## src/ttr_consts.vh

```
// Constants for the trail trace receive status register bank
`ifndef TTR_CONSTS_VH
`define TTR_CONSTS_VH

// APB address width and register indices (byte address is four times the index)
`define TTR_PADDR_W        12
`define TTR_IDX_ID_ADDR    12'h0f2
`define TTR_IDX_LIVE       12'h0f4
`define TTR_IDX_LATCHED    12'h0f6
`define TTR_IDX_IRQ_EN     12'h0f8
`define TTR_IDX_RX_BYTE    12'h0fc
`define TTR_IDX_EXP_BYTE   12'h0fe
`define TTR_IDX_SHIFT      2

// Event and status field positions
`define TTR_EV_W           4
`define TTR_BIT_IDLE       0
`define TTR_BIT_UNSTABLE   1
`define TTR_BIT_MISMATCH   2
`define TTR_BIT_CHANGE     3

// Identifier address fields
`define TTR_IDA_W          4
`define TTR_RX_ADDR_LSB    0
`define TTR_EXP_ADDR_LSB   8
`define TTR_IDA_STEP       4'h1
`define TTR_IDA_LAST       4'hf
`define TTR_IDA_FIRST      4'h0

// Identifier geometry
`define TTR_BYTE_W         8
`define TTR_ID_BYTES       16
`define TTR_ID_BITS        128
`define TTR_ID_SHIFT_MSB   119

// Persistence counts
`define TTR_IDLE_CNT_W     3
`define TTR_IDLE_COUNT     3'h5
`define TTR_IDLE_STEP      3'h1
`define TTR_UNST_CNT_W     4
`define TTR_UNST_COUNT     4'h8
`define TTR_UNST_STEP      4'h1

// Reset values
`define TTR_RST_DATA       32'h0000_0000
`define TTR_RST_EV         4'h0
`define TTR_RST_IDA        4'h0
`define TTR_RST_BYTE       8'h00
`define TTR_RST_IDLE_CNT   3'h0
`define TTR_RST_UNST_CNT   4'h0

`endif

```

## src/ttr_rx_status_regs.v

```verilog
// Trail trace receive status registers with APB slave and identifier windows
//
// The APB interface to the registers and the address map are this design's own decisions.
`timescale 1ns/100ps
`include "ttr_consts.vh"

// Summary of operation
// - Idle after five consecutive all-zero identifiers
// - Change flag sets when stored identifier updates
// - Mismatch flag sets on live mismatch rise
// - Unstable flag sets on live unstable rise
// - Idle flag sets on live idle rise
// - Each latched flag has own interrupt enable
// - Interrupt also needs port summary enable
// - Received byte register returns addressed stored byte
// - Each received byte read advances, wraps
// - Expected byte register reads, writes addressed byte
// - Each expected byte access advances, wraps
// - Live mismatch high while identifiers differ
// - Unstable after eight unmatched identifiers in row
// - Two four-bit address fields, reset zero
module ttr_rx_status_regs
(
  input  wire                        clk_sys_i,
  input  wire                        reset_i,
  input  wire [`TTR_PADDR_W-1:0]     paddr_i,
  input  wire                        psel_i,
  input  wire                        penable_i,
  input  wire                        pwrite_i,
  input  wire [31:0]                 pwdata_i,
  output reg  [31:0]                 prdata_o,
  output wire                        pready_o,
  output wire                        pslverr_o,
  input  wire [`TTR_BYTE_W-1:0]      id_byte_i,
  input  wire                        id_byte_valid_i,
  input  wire                        id_byte_first_i,
  input  wire                        port_summary_irq_en_i,
  output wire                        irq_o
);

  // Register selects
  wire                       apb_setup;
  wire                       apb_access;
  wire                       sel_id_addr;
  wire                       sel_live;
  wire                       sel_latched;
  wire                       sel_irq_en;
  wire                       sel_rx_byte;
  wire                       sel_exp_byte;
  wire                       sel_any;
  wire                       wr_access;
  wire                       rd_access;
  wire                       wr_id_addr;
  wire                       wr_latched;
  wire                       wr_irq_en;
  wire                       wr_exp_byte;
  wire                       rd_rx_byte;
  wire                       acc_exp_byte;

  // Register state
  reg  [`TTR_EV_W-1:0]       rx_latched;
  reg  [`TTR_EV_W-1:0]       irq_en;
  reg  [`TTR_IDA_W-1:0]      rx_id_addr;
  reg  [`TTR_IDA_W-1:0]      expected_id_addr;
  reg  [`TTR_BYTE_W-1:0]     expected_id_mem [0:`TTR_ID_BYTES-1];
  reg                        rx_id_mismatch;
  reg  [`TTR_EV_W-1:0]       live_prev;

  // Combinational terms
  reg  [`TTR_EV_W-1:0]       next_rx_latched;
  reg  [31:0]                next_prdata;
  reg  [`TTR_ID_BITS-1:0]    expected_flat;
  wire [`TTR_EV_W-1:0]       live_status;
  wire [`TTR_EV_W-1:0]       live_rise;
  wire [`TTR_EV_W-1:0]       latch_set;
  wire [`TTR_EV_W-1:0]       latch_clr;
  wire [`TTR_BYTE_W-1:0]     rx_id_byte;
  wire [`TTR_ID_BITS-1:0]    stored_id;
  wire                       rx_id_idle;
  wire                       rx_id_unstable;
  wire                       rx_id_change;
  integer                    i;
  integer                    j;

  // Interrupt path
  wire [`TTR_EV_W-1:0]       irq_src;
  wire                       next_irq;
  reg                        irq_q;

  // Byte address of a register index
  function [`TTR_PADDR_W-1:0] reg_addr;
    input [`TTR_PADDR_W-1:0] idx;
    begin
      reg_addr = {idx[`TTR_PADDR_W-1-`TTR_IDX_SHIFT:0], {`TTR_IDX_SHIFT{1'b0}}};
    end
  endfunction

  // Identifier address step with wrap from last byte to first
  function [`TTR_IDA_W-1:0] ida_next;
    input [`TTR_IDA_W-1:0] a;
    begin
      if (a == `TTR_IDA_LAST)
      begin
        ida_next = `TTR_IDA_FIRST;
      end
      else
      begin
        ida_next = a + `TTR_IDA_STEP;
      end
    end
  endfunction

  ttr_id_monitor u_id_monitor
  (
    .clk_sys_i       (clk_sys_i),
    .reset_i         (reset_i),
    .id_byte_i       (id_byte_i),
    .id_byte_valid_i (id_byte_valid_i),
    .id_byte_first_i (id_byte_first_i),
    .rd_index_i      (rx_id_addr),
    .rd_byte_o       (rx_id_byte),
    .stored_id_o     (stored_id),
    .id_idle_o       (rx_id_idle),
    .id_unstable_o   (rx_id_unstable),
    .id_change_o     (rx_id_change)
  );

  // APB decode
  assign apb_setup    = psel_i & ~penable_i;
  assign apb_access   = psel_i & penable_i;
  assign sel_id_addr  = (paddr_i == reg_addr(`TTR_IDX_ID_ADDR));
  assign sel_live     = (paddr_i == reg_addr(`TTR_IDX_LIVE));
  assign sel_latched  = (paddr_i == reg_addr(`TTR_IDX_LATCHED));
  assign sel_irq_en   = (paddr_i == reg_addr(`TTR_IDX_IRQ_EN));
  assign sel_rx_byte  = (paddr_i == reg_addr(`TTR_IDX_RX_BYTE));
  assign sel_exp_byte = (paddr_i == reg_addr(`TTR_IDX_EXP_BYTE));
  assign sel_any      = sel_id_addr | sel_live | sel_latched | sel_irq_en |
                        sel_rx_byte | sel_exp_byte;
  assign wr_access    = apb_access & pwrite_i;
  assign rd_access    = apb_access & ~pwrite_i;
  assign pready_o     = apb_access;
  assign pslverr_o    = apb_access & ~sel_any;

  // Write and read strobes
  assign wr_id_addr   = wr_access & sel_id_addr;
  assign wr_latched   = wr_access & sel_latched;
  assign wr_irq_en    = wr_access & sel_irq_en;
  assign wr_exp_byte  = wr_access & sel_exp_byte;
  assign rd_rx_byte   = rd_access & sel_rx_byte;
  assign acc_exp_byte = apb_access & sel_exp_byte;

  // Read data mux, sampled in the setup cycle
  always @*
  begin
    next_prdata = `TTR_RST_DATA;
    if (sel_id_addr)
    begin
      next_prdata[`TTR_RX_ADDR_LSB +: `TTR_IDA_W]  = rx_id_addr;
      next_prdata[`TTR_EXP_ADDR_LSB +: `TTR_IDA_W] = expected_id_addr;
    end
    else if (sel_live)
    begin
      next_prdata[`TTR_EV_W-1:0] = live_status;
    end
    else if (sel_latched)
    begin
      next_prdata[`TTR_EV_W-1:0] = rx_latched;
    end
    else if (sel_irq_en)
    begin
      next_prdata[`TTR_EV_W-1:0] = irq_en;
    end
    else if (sel_rx_byte)
    begin
      next_prdata[`TTR_BYTE_W-1:0] = rx_id_byte;
    end
    else if (sel_exp_byte)
    begin
      next_prdata[`TTR_BYTE_W-1:0] = expected_id_mem[expected_id_addr];
    end
  end

  always @(posedge clk_sys_i)
  begin
    if (reset_i)
    begin
      prdata_o <= `TTR_RST_DATA;
    end
    else if (apb_setup & ~pwrite_i)
    begin
      prdata_o <= next_prdata;
    end
  end

  // Identifier address fields
  always @(posedge clk_sys_i)
  begin
    if (reset_i)
    begin
      rx_id_addr       <= `TTR_RST_IDA;
      expected_id_addr <= `TTR_RST_IDA;
    end
    else
    begin
      // A write to the address register wins over an increment
      if (wr_id_addr)
      begin
        rx_id_addr       <= pwdata_i[`TTR_RX_ADDR_LSB +: `TTR_IDA_W];
        expected_id_addr <= pwdata_i[`TTR_EXP_ADDR_LSB +: `TTR_IDA_W];
      end
      else
      begin
        if (rd_rx_byte)
        begin
          rx_id_addr <= ida_next(rx_id_addr);
        end
        if (acc_exp_byte)
        begin
          expected_id_addr <= ida_next(expected_id_addr);
        end
      end
    end
  end

  // Expected identifier memory
  always @(posedge clk_sys_i)
  begin
    if (reset_i)
    begin
      for (i = 0; i < `TTR_ID_BYTES; i = i + 1)
      begin
        expected_id_mem[i] <= `TTR_RST_BYTE;
      end
    end
    else if (wr_exp_byte)
    begin
      expected_id_mem[expected_id_addr] <= pwdata_i[`TTR_BYTE_W-1:0];
    end
  end

  // Expected identifier as a vector, byte 0 on top
  always @*
  begin
    expected_flat = {`TTR_ID_BITS{1'b0}};
    for (j = 0; j < `TTR_ID_BYTES; j = j + 1)
    begin
      expected_flat[(`TTR_ID_BYTES-1-j)*`TTR_BYTE_W +: `TTR_BYTE_W] = expected_id_mem[j];
    end
  end

  // Live mismatch
  always @(posedge clk_sys_i)
  begin
    if (reset_i)
    begin
      rx_id_mismatch <= 1'b0;
    end
    else
    begin
      rx_id_mismatch <= (stored_id != expected_flat);
    end
  end

  assign live_status[`TTR_BIT_IDLE]     = rx_id_idle;
  assign live_status[`TTR_BIT_UNSTABLE] = rx_id_unstable;
  assign live_status[`TTR_BIT_MISMATCH] = rx_id_mismatch;
  assign live_status[`TTR_BIT_CHANGE]   = 1'b0;

  // Rising edge detection of live status
  // Cleared to the idle level so no false edge follows reset
  always @(posedge clk_sys_i)
  begin
    if (reset_i)
    begin
      live_prev <= `TTR_RST_EV;
    end
    else
    begin
      live_prev <= live_status;
    end
  end

  assign live_rise = live_status & ~live_prev;

  assign latch_set[`TTR_BIT_IDLE]     = live_rise[`TTR_BIT_IDLE];
  assign latch_set[`TTR_BIT_UNSTABLE] = live_rise[`TTR_BIT_UNSTABLE];
  assign latch_set[`TTR_BIT_MISMATCH] = live_rise[`TTR_BIT_MISMATCH];
  assign latch_set[`TTR_BIT_CHANGE]   = rx_id_change;

  assign latch_clr = wr_latched ? pwdata_i[`TTR_EV_W-1:0] : `TTR_RST_EV;

  // Latched flags: write one clears, a new event wins
  always @*
  begin
    next_rx_latched = (rx_latched & ~latch_clr) | latch_set;
  end

  always @(posedge clk_sys_i)
  begin
    if (reset_i)
    begin
      rx_latched <= `TTR_RST_EV;
    end
    else
    begin
      rx_latched <= next_rx_latched;
    end
  end

  // Interrupt enables
  always @(posedge clk_sys_i)
  begin
    if (reset_i)
    begin
      irq_en <= `TTR_RST_EV;
    end
    else if (wr_irq_en)
    begin
      irq_en <= pwdata_i[`TTR_EV_W-1:0];
    end
  end

  // Per-event sources gated by their enables
  assign irq_src  = rx_latched & irq_en;
  assign next_irq = port_summary_irq_en_i & (|irq_src);

  // Interrupt output from a flip-flop
  always @(posedge clk_sys_i)
  begin
    if (reset_i)
    begin
      irq_q <= 1'b0;
    end
    else
    begin
      irq_q <= next_irq;
    end
  end

  assign irq_o = irq_q;

endmodule // ttr_rx_status_regs

```

## src/ttr_id_monitor.v

```verilog
// Received identifier capture, idle and unstable detection
`timescale 1ns/100ps
`include "ttr_consts.vh"
module ttr_id_monitor
(
  input  wire                        clk_sys_i,
  input  wire                        reset_i,
  input  wire [`TTR_BYTE_W-1:0]      id_byte_i,
  input  wire                        id_byte_valid_i,
  input  wire                        id_byte_first_i,
  input  wire [`TTR_IDA_W-1:0]       rd_index_i,
  output wire [`TTR_BYTE_W-1:0]      rd_byte_o,
  output wire [`TTR_ID_BITS-1:0]     stored_id_o,
  output reg                         id_idle_o,
  output reg                         id_unstable_o,
  output reg                         id_change_o
);

  reg  [`TTR_IDA_W-1:0]      byte_idx;
  reg  [`TTR_ID_BITS-1:0]    shift_id;
  reg  [`TTR_ID_BITS-1:0]    stored_id;
  reg  [`TTR_ID_BITS-1:0]    cand_id;
  reg  [`TTR_IDLE_CNT_W-1:0] idle_cnt;
  reg  [`TTR_UNST_CNT_W-1:0] unst_cnt;
  wire [`TTR_IDA_W-1:0]      cur_idx;
  wire [`TTR_ID_BITS-1:0]    next_id;
  wire                       id_done;
  wire [`TTR_IDLE_CNT_W-1:0] next_idle_cnt;
  wire [`TTR_UNST_CNT_W-1:0] next_unst_cnt;

  assign cur_idx       = id_byte_first_i ? `TTR_IDA_FIRST : byte_idx;
  assign id_done       = id_byte_valid_i & (cur_idx == `TTR_IDA_LAST);
  assign next_id       = {shift_id[`TTR_ID_SHIFT_MSB:0], id_byte_i};
  assign next_idle_cnt = (idle_cnt == `TTR_IDLE_COUNT) ? idle_cnt : idle_cnt + `TTR_IDLE_STEP;
  assign next_unst_cnt = (unst_cnt == `TTR_UNST_COUNT) ? unst_cnt : unst_cnt + `TTR_UNST_STEP;
  assign stored_id_o   = stored_id;
  // Byte 0 sits in the top byte of the vector
  assign rd_byte_o     = stored_id[(`TTR_ID_BYTES-1-rd_index_i)*`TTR_BYTE_W +: `TTR_BYTE_W];

  always @(posedge clk_sys_i)
  begin
    if (reset_i)
    begin
      byte_idx      <= `TTR_RST_IDA;
      shift_id      <= {`TTR_ID_BITS{1'b0}};
      stored_id     <= {`TTR_ID_BITS{1'b0}};
      cand_id       <= {`TTR_ID_BITS{1'b0}};
      idle_cnt      <= `TTR_RST_IDLE_CNT;
      unst_cnt      <= `TTR_RST_UNST_CNT;
      id_idle_o     <= 1'b0;
      id_unstable_o <= 1'b0;
      id_change_o   <= 1'b0;
    end
    else
    begin
      id_change_o <= 1'b0;
      if (id_byte_valid_i)
      begin
        byte_idx <= cur_idx + `TTR_IDA_STEP;
        shift_id <= next_id;
      end
      if (id_done)
      begin
        if (next_id == {`TTR_ID_BITS{1'b0}})
        begin
          idle_cnt  <= next_idle_cnt;
          id_idle_o <= (next_idle_cnt == `TTR_IDLE_COUNT);
        end
        else
        begin
          idle_cnt  <= `TTR_RST_IDLE_CNT;
          id_idle_o <= 1'b0;
        end
        if (next_id == stored_id)
        begin
          cand_id       <= next_id;
          unst_cnt      <= `TTR_RST_UNST_CNT;
          id_unstable_o <= 1'b0;
        end
        else if (next_id == cand_id)
        begin
          stored_id     <= next_id;
          id_change_o   <= 1'b1;
          unst_cnt      <= `TTR_RST_UNST_CNT;
          id_unstable_o <= 1'b0;
        end
        else
        begin
          cand_id       <= next_id;
          unst_cnt      <= next_unst_cnt;
          id_unstable_o <= (next_unst_cnt == `TTR_UNST_COUNT);
        end
      end
    end
  end

endmodule // ttr_id_monitor

```

## config.mk

```make
export PLATFORM = sky130hd
export DESIGN_NAME = ttr_rx_status_regs
export DESIGN_NICKNAME = d
export VERILOG_FILES = /design/src/ttr_rx_status_regs.v /design/src/ttr_id_monitor.v
export VERILOG_INCLUDE_DIRS = /design/src
export SDC_FILE = /design/constraint.sdc
export NUM_CORES = 1
export LEC_CHECK = 0
export BUFFER_PORTS_ARGS = -buffer_cell sky130_fd_sc_hd__buf_2
export CAP_MARGIN = 20
export CORE_MARGIN = 5
export CORE_UTILIZATION = 57
export CTS_CLUSTER_SIZE = 14
export DETAILED_ROUTE_END_ITERATION = 12
export GPL_TIMING_DRIVEN = 0
export PLACE_DENSITY = 0.77
export SKIP_LAST_GASP = 1
export SYNTH_ARGS = -nofsm -noshare
export SYNTH_HDL_FRONTEND = slang
export SYNTH_SLANG_ARGS = --single-unit
```

## constraint.sdc

```tcl
create_clock -name clk_sys_i -period 2.65 [get_ports clk_sys_i]
set_input_delay 0.1325 -clock clk_sys_i [delete_from_list [all_inputs] [get_ports clk_sys_i]]
set_output_delay 0.1325 -clock clk_sys_i [all_outputs]
set_load 0.02 [all_outputs]
```

# Word level (Yosys, flattened, before mapping)

Memory sizes are Yosys's and may differ from the RTL's. A register that Yosys moved wholly into a read port is not among the register bits.
Index checks and enable logic that the tools add are counted.

Memories: 1
Bits in writable memories: 128
Logic and storage cells: 120
Input port bits: 60
Flip-flop bits (word level): 423

Reduce and logical (&&, ||, !) cells: 8
Shift-type cells: 1
Bitwise operators: 30
Equal/unequal tests: 17
Add/sub/neg operators: 6
Muxes and demuxes: 40

Memory list:

| name            | depth | bits a word | read ports | clocked after Yosys merged registers in | wr ports | line                    | RTL |
|---|---|---|---|---|---|---|---|
| expected_id_mem | 16    | 8           | 17         | 1                                       | 16       | ttr_rx_status_regs.v:65 | `` reg [`TTR_BYTE_W-1:0] expected_id_mem [0:`TTR_ID_BYTES-1]; `` |

Operators with widths:

| cell                 | count |
|---|---|
| $eq 128x128->1       | 2 |
| $mux 128             | 2 |
| $logic_not 128->1    | 1 |
| $ne 128x128->1       | 1 |
| $shiftx 128x33->8    | 1 |
| $mux 4               | 23 |
| $eq 12x10->1 const B | 6 |
| $mux 8               | 3 |
| $eq 4x4->1 const B   | 5 |
| $add 4x1->4 const B  | 4 |
| $and 1x1->1          | 14 |
| $mux 1               | 10 |
| $and 4x4->4          | 2 |
| $reduce_or 8->1      | 1 |
| $eq 3x3->1 const B   | 2 |
| $mux 3               | 2 |
| $not 1->1            | 5 |
| $or 1x1->1           | 5 |
| $sub 4x4->5 const A  | 1 |
| $not 4->4            | 1 |
| $or 4x4->4           | 1 |
| $reduce_bool 2->1    | 2 |
| $reduce_or 4->1      | 1 |
| $add 3x1->3 const B  | 1 |
| other kinds (6)      | 6 |

# Longest topological paths before layout

Word-level depth: 8
Gate-level depth with buffers: 11
Gate-level depth less buffers: 8

# Cells and area by module

From an unflattened synthesis, not the netlist that was laid out.

Cell total of the unflattened synthesis: 2688
Area, all modules: 28298.4 sq um

By module, submodules not included:

| module             | cells each | sequential area each (sq um) | area an instance (sq um) | times used |
|---|---|---|---|---|
| ttr_id_monitor     | 1863       | 7807.5                       | 18695.4                  | 1 |
| ttr_rx_status_regs | 825        | 4584.4                       | 9603.0                   | 1 |

# Least setup slack after synthesis

No wires, ideal clock.

Kind: flip-flop to flip-flop
Start point: register rx_id_addr[0]
End point: register prdata_o[3]
Buffers on the path: 2
Cell stages (with the launch flop): 9
Path slack: 0.051 ns
Arrival: 2.468 ns
Setup time: 0.132 ns
Cell sequence: dfxtp_1 -> clkbuf_1 -> buf_2 -> mux4_2 -> and2_1 -> a211oi_1 -> a211oi_1 -> a2111oi_0 -> nor3_1

Cells in the longest elaborated chain, start to end: 7

Ends and longest elaborated chain:

| item                         | line                     | RTL |
|---|---|---|
| start: declaration           | ttr_rx_status_regs.v:63  | `` reg [`TTR_IDA_W-1:0] rx_id_addr; `` |
| start signal: assignment     | ttr_rx_status_regs.v:200 | `` rx_id_addr <= `TTR_RST_IDA; `` |
| start signal: assignment     | ttr_rx_status_regs.v:208 | `` rx_id_addr <= pwdata_i[`TTR_RX_ADDR_LSB +: `TTR_IDA_W]; `` |
| start signal: assignment     | ttr_rx_status_regs.v:215 | `rx_id_addr <= ida_next(rx_id_addr);` |
| $sub 4x4->5 (no source line) | --                       |  |
| $shiftx 128x33->8            | ttr_id_monitor.v:38      | `` assign rd_byte_o = stored_id[(`TTR_ID_BYTES-1-rd_index_i)*`TTR_BYTE_W +: `TTR_BYTE_W]; `` |
| $mux 8                       | ttr_rx_status_regs.v:173 | `else if (sel_rx_byte)` |
| $mux 4                       | ttr_rx_status_regs.v:169 | `else if (sel_irq_en)` |
| $mux 4                       | ttr_rx_status_regs.v:165 | `else if (sel_latched)` |
| $mux 4                       | ttr_rx_status_regs.v:161 | `else if (sel_live)` |
| $mux 4                       | ttr_rx_status_regs.v:156 | `if (sel_id_addr)` |
| end signal: assignment       | ttr_rx_status_regs.v:187 | `` prdata_o <= `TTR_RST_DATA; `` |
| end signal: assignment       | ttr_rx_status_regs.v:191 | `prdata_o <= next_prdata;` |
| end: declaration             | ttr_rx_status_regs.v:31  | `output reg [31:0] prdata_o,` |

No other way between the ends.
A chain may end at the register's enable or synchronous reset.

# Final worst setup path

Start point: register u_id_monitor.cand_id[26]
End point: register u_id_monitor.stored_id[102], in the netlist u_id_monitor.stored_id_o[102]

Cells in the longest elaborated chain, start to end: 2

Ends and longest elaborated chain:

| item                              | line                | RTL |
|---|---|---|
| start: declaration                | ttr_id_monitor.v:22 | `` reg [`TTR_ID_BITS-1:0] cand_id; `` |
| start signal: assignment          | ttr_id_monitor.v:47 | `` cand_id <= {`TTR_ID_BITS{1'b0}}; `` |
| start signal: assignment          | ttr_id_monitor.v:76 | `cand_id <= next_id;` |
| start signal: assignment          | ttr_id_monitor.v:89 | `cand_id <= next_id;` |
| $eq 128x128->1                    | ttr_id_monitor.v:80 | `else if (next_id == cand_id)` |
| $reduce_and 3->1 (no source line) | --                  |  |
| end signal: assignment            | ttr_id_monitor.v:46 | `` stored_id <= {`TTR_ID_BITS{1'b0}}; `` |
| end signal: assignment            | ttr_id_monitor.v:82 | `stored_id <= next_id;` |
| end: declaration                  | ttr_id_monitor.v:21 | `` reg [`TTR_ID_BITS-1:0] stored_id; `` |

No other way between the ends.

==> reports/summary.txt <==
Internal = 0.0134 W
highest metal used = met5
layout cells sized above 1 = 19.6%
First-pass DRT Iterations = 6
FF+latch count, synth = 555
Die ar. = 53000 µm²
Final Hold Violating Endpoints = 0
Peak VDD IR = 0.000533 V
first-pass GRT wire length = 150000 µm
placed insts = 3359
largest net degree at the start of global routing = 17
Final Setup Violations = 263
DIE WIDTH = 230 µm
Clock Skew = 29.5 ps
final slew viol count = 0
Sw Ratio = 24.6%
Tcrit/Tclk final = 112%
H-tree levels = 2
failing checks = negative setup slack
share of flip-flops with an asynchronous set or reset = 0%
Design Area, Final = 32400 µm²
Non-Filler Instances = 3425
top cell type's share of synthesized area = 30.9%
die extent in y = 230 µm
row cnt = 80
clock sink count = 555
Area contributors post-synth = dfxtp_1, mux2i_1, edfxtp_1
number of global-route vias before repair = 20600
grt total ovfl = 0
crit end category = flip-flop
Max FO, Critical Path = 6
PD cells = 548 nW/µm²
critical path arrival = 3460 ps
Num CTS Buffers = 57
worst-margin pin slew = 1190 ps
First DRT Iteration DRCs = 3291
All-Layer GR Usage = 38.6%
WS Path Type = flip-flop to flip-flop
routed length on met2 = 45000 µm
fillers = 3657
startpoint types = flip-flop
NumNets Final = 2834
DP Worst Slack = -1530 ps
metal3 WL = 14800 µm
core area = 47800 µm²
routability cong. = 1.07
post-synthesis sequential area ratio = 44.8%
switching pwr = 0.00437 W
Area after DPL = 28700 µm²
Synth area leader = dfxtp_1
hold_ws = 65.1 ps
mean post-synth cell area = 10.3 µm²
Highest Clock Rate = 0.337 GHz
Warnings, synthesis = 0
dpl hpwl = 81100 µm
RSZ-0062 raised after global routing = true
final core utilization = 67.8%
number of placed I/O pins = 95
root buffer cell = clkbuf_16
CP startpoint = u_id_monitor.cand_id[26]
initial core utilization = 57.8%
hold_sp = id_byte_i[6]
Area Growth Syn to Fin = 17.2%
maxcap violations = 0
relative slew slack = 21.0%
worst reg2reg path startpoint = u_id_monitor.cand_id[26]
Metal-1 WL = 43800 µm
DR vias = 22500
fin crit period = 2970 ps
# DRC = 0
Port Buffer Count = 45
leakage power = 13.4 nW
final wirelength = 108000 µm
Distinct cells, synth = 58
worst setup slack after layout = -319 ps
CTS tree = done
Post-synth top flop = dfxtp_1
Critical Path RT = 3140 ps
Sequential Power Share = 49.9%
Wirelength per Cell = 31.4 µm
Post-synth EDFFs = 128
status = complete, but fails checks
initial antenna violation count = 5
Worst Hold Class = input port to flip-flop
Routed Antenna Nets = 0
Clock Path Buffers = 3
clk slew on worst S/H paths = 60 ps
Comb power frac = 4.9%
clock latency on the worst-skew pair = 650 ps
cells after synthesis = 2680
Clock power frac = 45.2%
Avg Vias per Cell = 6.56
Post-Syn Area = 27700 µm²
worst max-delay path: stages, from the launching register on:
cell       delay, ps
dfxtp_4          370
nor2b_4          120
a2111o_1         430
nor4_2           350
nand4_1          230
nor4_4           270
buf_6            180
nand3_4          180
clkbuf_16        270
buf_12           160
mux2i_1          180
nor2_1            80
path summary, 6_finish.rpt:
| check | endpoint | slack, ps | cells after the start |
|---|---|---|---|
| worst min register to register | prdata_o[8] | 460 | 2 |
| worst max-delay path | u_id_monitor.stored_id_o[102] | -320 | 11 |
| worst min-delay path | u_id_monitor.cand_id[6] | 70 | 3 |
| worst max register to register | u_id_monitor.stored_id_o[102] | -320 | 11 |
cell usage in the layout, fill, tap and decap left out, drive strengths merged, types with 10 or more instances in the layout:
master       synthesis  layout
o21ai               19      19
xor2               210     210
nor4               121     121
clkinv               5      22
mux4                78      78
nor2b               27      27
dfxtp              427     427
a21oi               29      29
and2                66      66
xnor2              153     153
dlygate4sd3          0      22
mux2i              384     384
nor3                60      60
inv                 28      31
nand3               17      17
clkbuf             209     183
ha                  10      10
edfxtp             128     128
or2                 16      16
nand4               64      64
nor2               425     425
nand2b              24      24
conb                 1      20
nand2               31      31
buf                 80     164
flip-flops by register name, summed over array words and instances (netlist names), 4 cells and up, named ones only:
signal                    cells
rx_latched                    4
expected_id_addr              4
u_id_monitor.byte_idx         4
prdata_o                     12
u_id_monitor.unst_cnt         4
rx_id_addr                    4
irq_en                        4
u_id_monitor.shift_id       120
u_id_monitor.stored_id_o    128
expected_id_mem             128
u_id_monitor.cand_id        128
per-stage QoR:
| step | TNS [ps] | power, W |
|---|---|---|
| 2_1_floorplan | 0 | 0.00948 |
| 3_3_place_gp | -426810 | 0.00983 |
| 3_5_place_dp | -457600 | 0.00984 |
| 4_1_cts | -25140 | 0.0177 |
| 5_1_grt | -68530 | 0.0182 |
| 6_report | -55900 | 0.0178 |
cells in the mapped netlist (all sizes together), types with 19 or more instances:
cell,n
nor2b,27
dfxtp,427
buf,80
a21oi,29
nor4,121
xor2,210
nor2,425
and2,66
nor3,60
mux2i,384
inv,28
nand2b,24
nand2,31
o21ai,19
clkbuf,209
mux4,78
xnor2,153
edfxtp,128
nand4,64
area by class of cell:
| class | instances | area, µm² | share of cell area, % |
|---|---|---|---|
| multi-input combinational | 1822 | 14600 | 44.9 |
| sequential | 555 | 12600 | 38.9 |
| clock buffer | 74 | 1530 | 4.72 |
| buffer | 173 | 1320 | 4.07 |
| timing repair buffer | 122 | 1210 | 3.75 |
| tap | 615 | 769 | 2.37 |
| clock inverter | 30 | 297 | 0.915 |
| inverter | 33 | 124 | 0.382 |
| antenna | 1 | 2.50 | 0.00772 |
power groups by stage:
| stage | combinational [W] | clock, W | sequential, W |
|---|---|---|---|
| 5_1_grt | 0.000909 | 0.00840 | 0.00886 |
| 4_1_cts | 0.000820 | 0.00801 | 0.00887 |
| 3_3_place_gp | 0.000813 | 0 | 0.00902 |
| 3_5_place_dp | 0.000820 | 0 | 0.00902 |
| 6_report | 0.000874 | 0.00803 | 0.00886 |
| 2_1_floorplan | 0.000518 | 0 | 0.00897 |
cells by family (layout without fill, tap and decap cells):
family	count (synthesis)	in the layout	synth area share (%)
AOI/OAI and AO/OA	100	100	2.43
xor gates and xnor gates	363	363	11.5
adders and majority gates	10	10	0.452
buffers and inverters	322	432	5.24
DFF	555	555	44.8
muxes	463	463	20.3
other	1	21	0.0136
and+or+nand+nor	866	866	15.3
metal layers:
layer | vias to the layer above | track usage [%]
met5 | - | 0
met4 | 4 | 8.99
met3 | 302 | 13.7
met2 | 1614 | 56.6
met1 | 11100 | 55.3
li1 | 9429 | -
repair_timing:
action / in CTS / in global routing
hold endpoints to repair: 60 / 0
cloned: 1 / 16
pin swaps: 13 / 32
setup endpoints to repair: 294 / 437
setup buffers: 7 / 30
resized for setup: 193 / 198
hold buffers: 22 / 0
No activity file was read; power rests on OpenSTA's default activity.
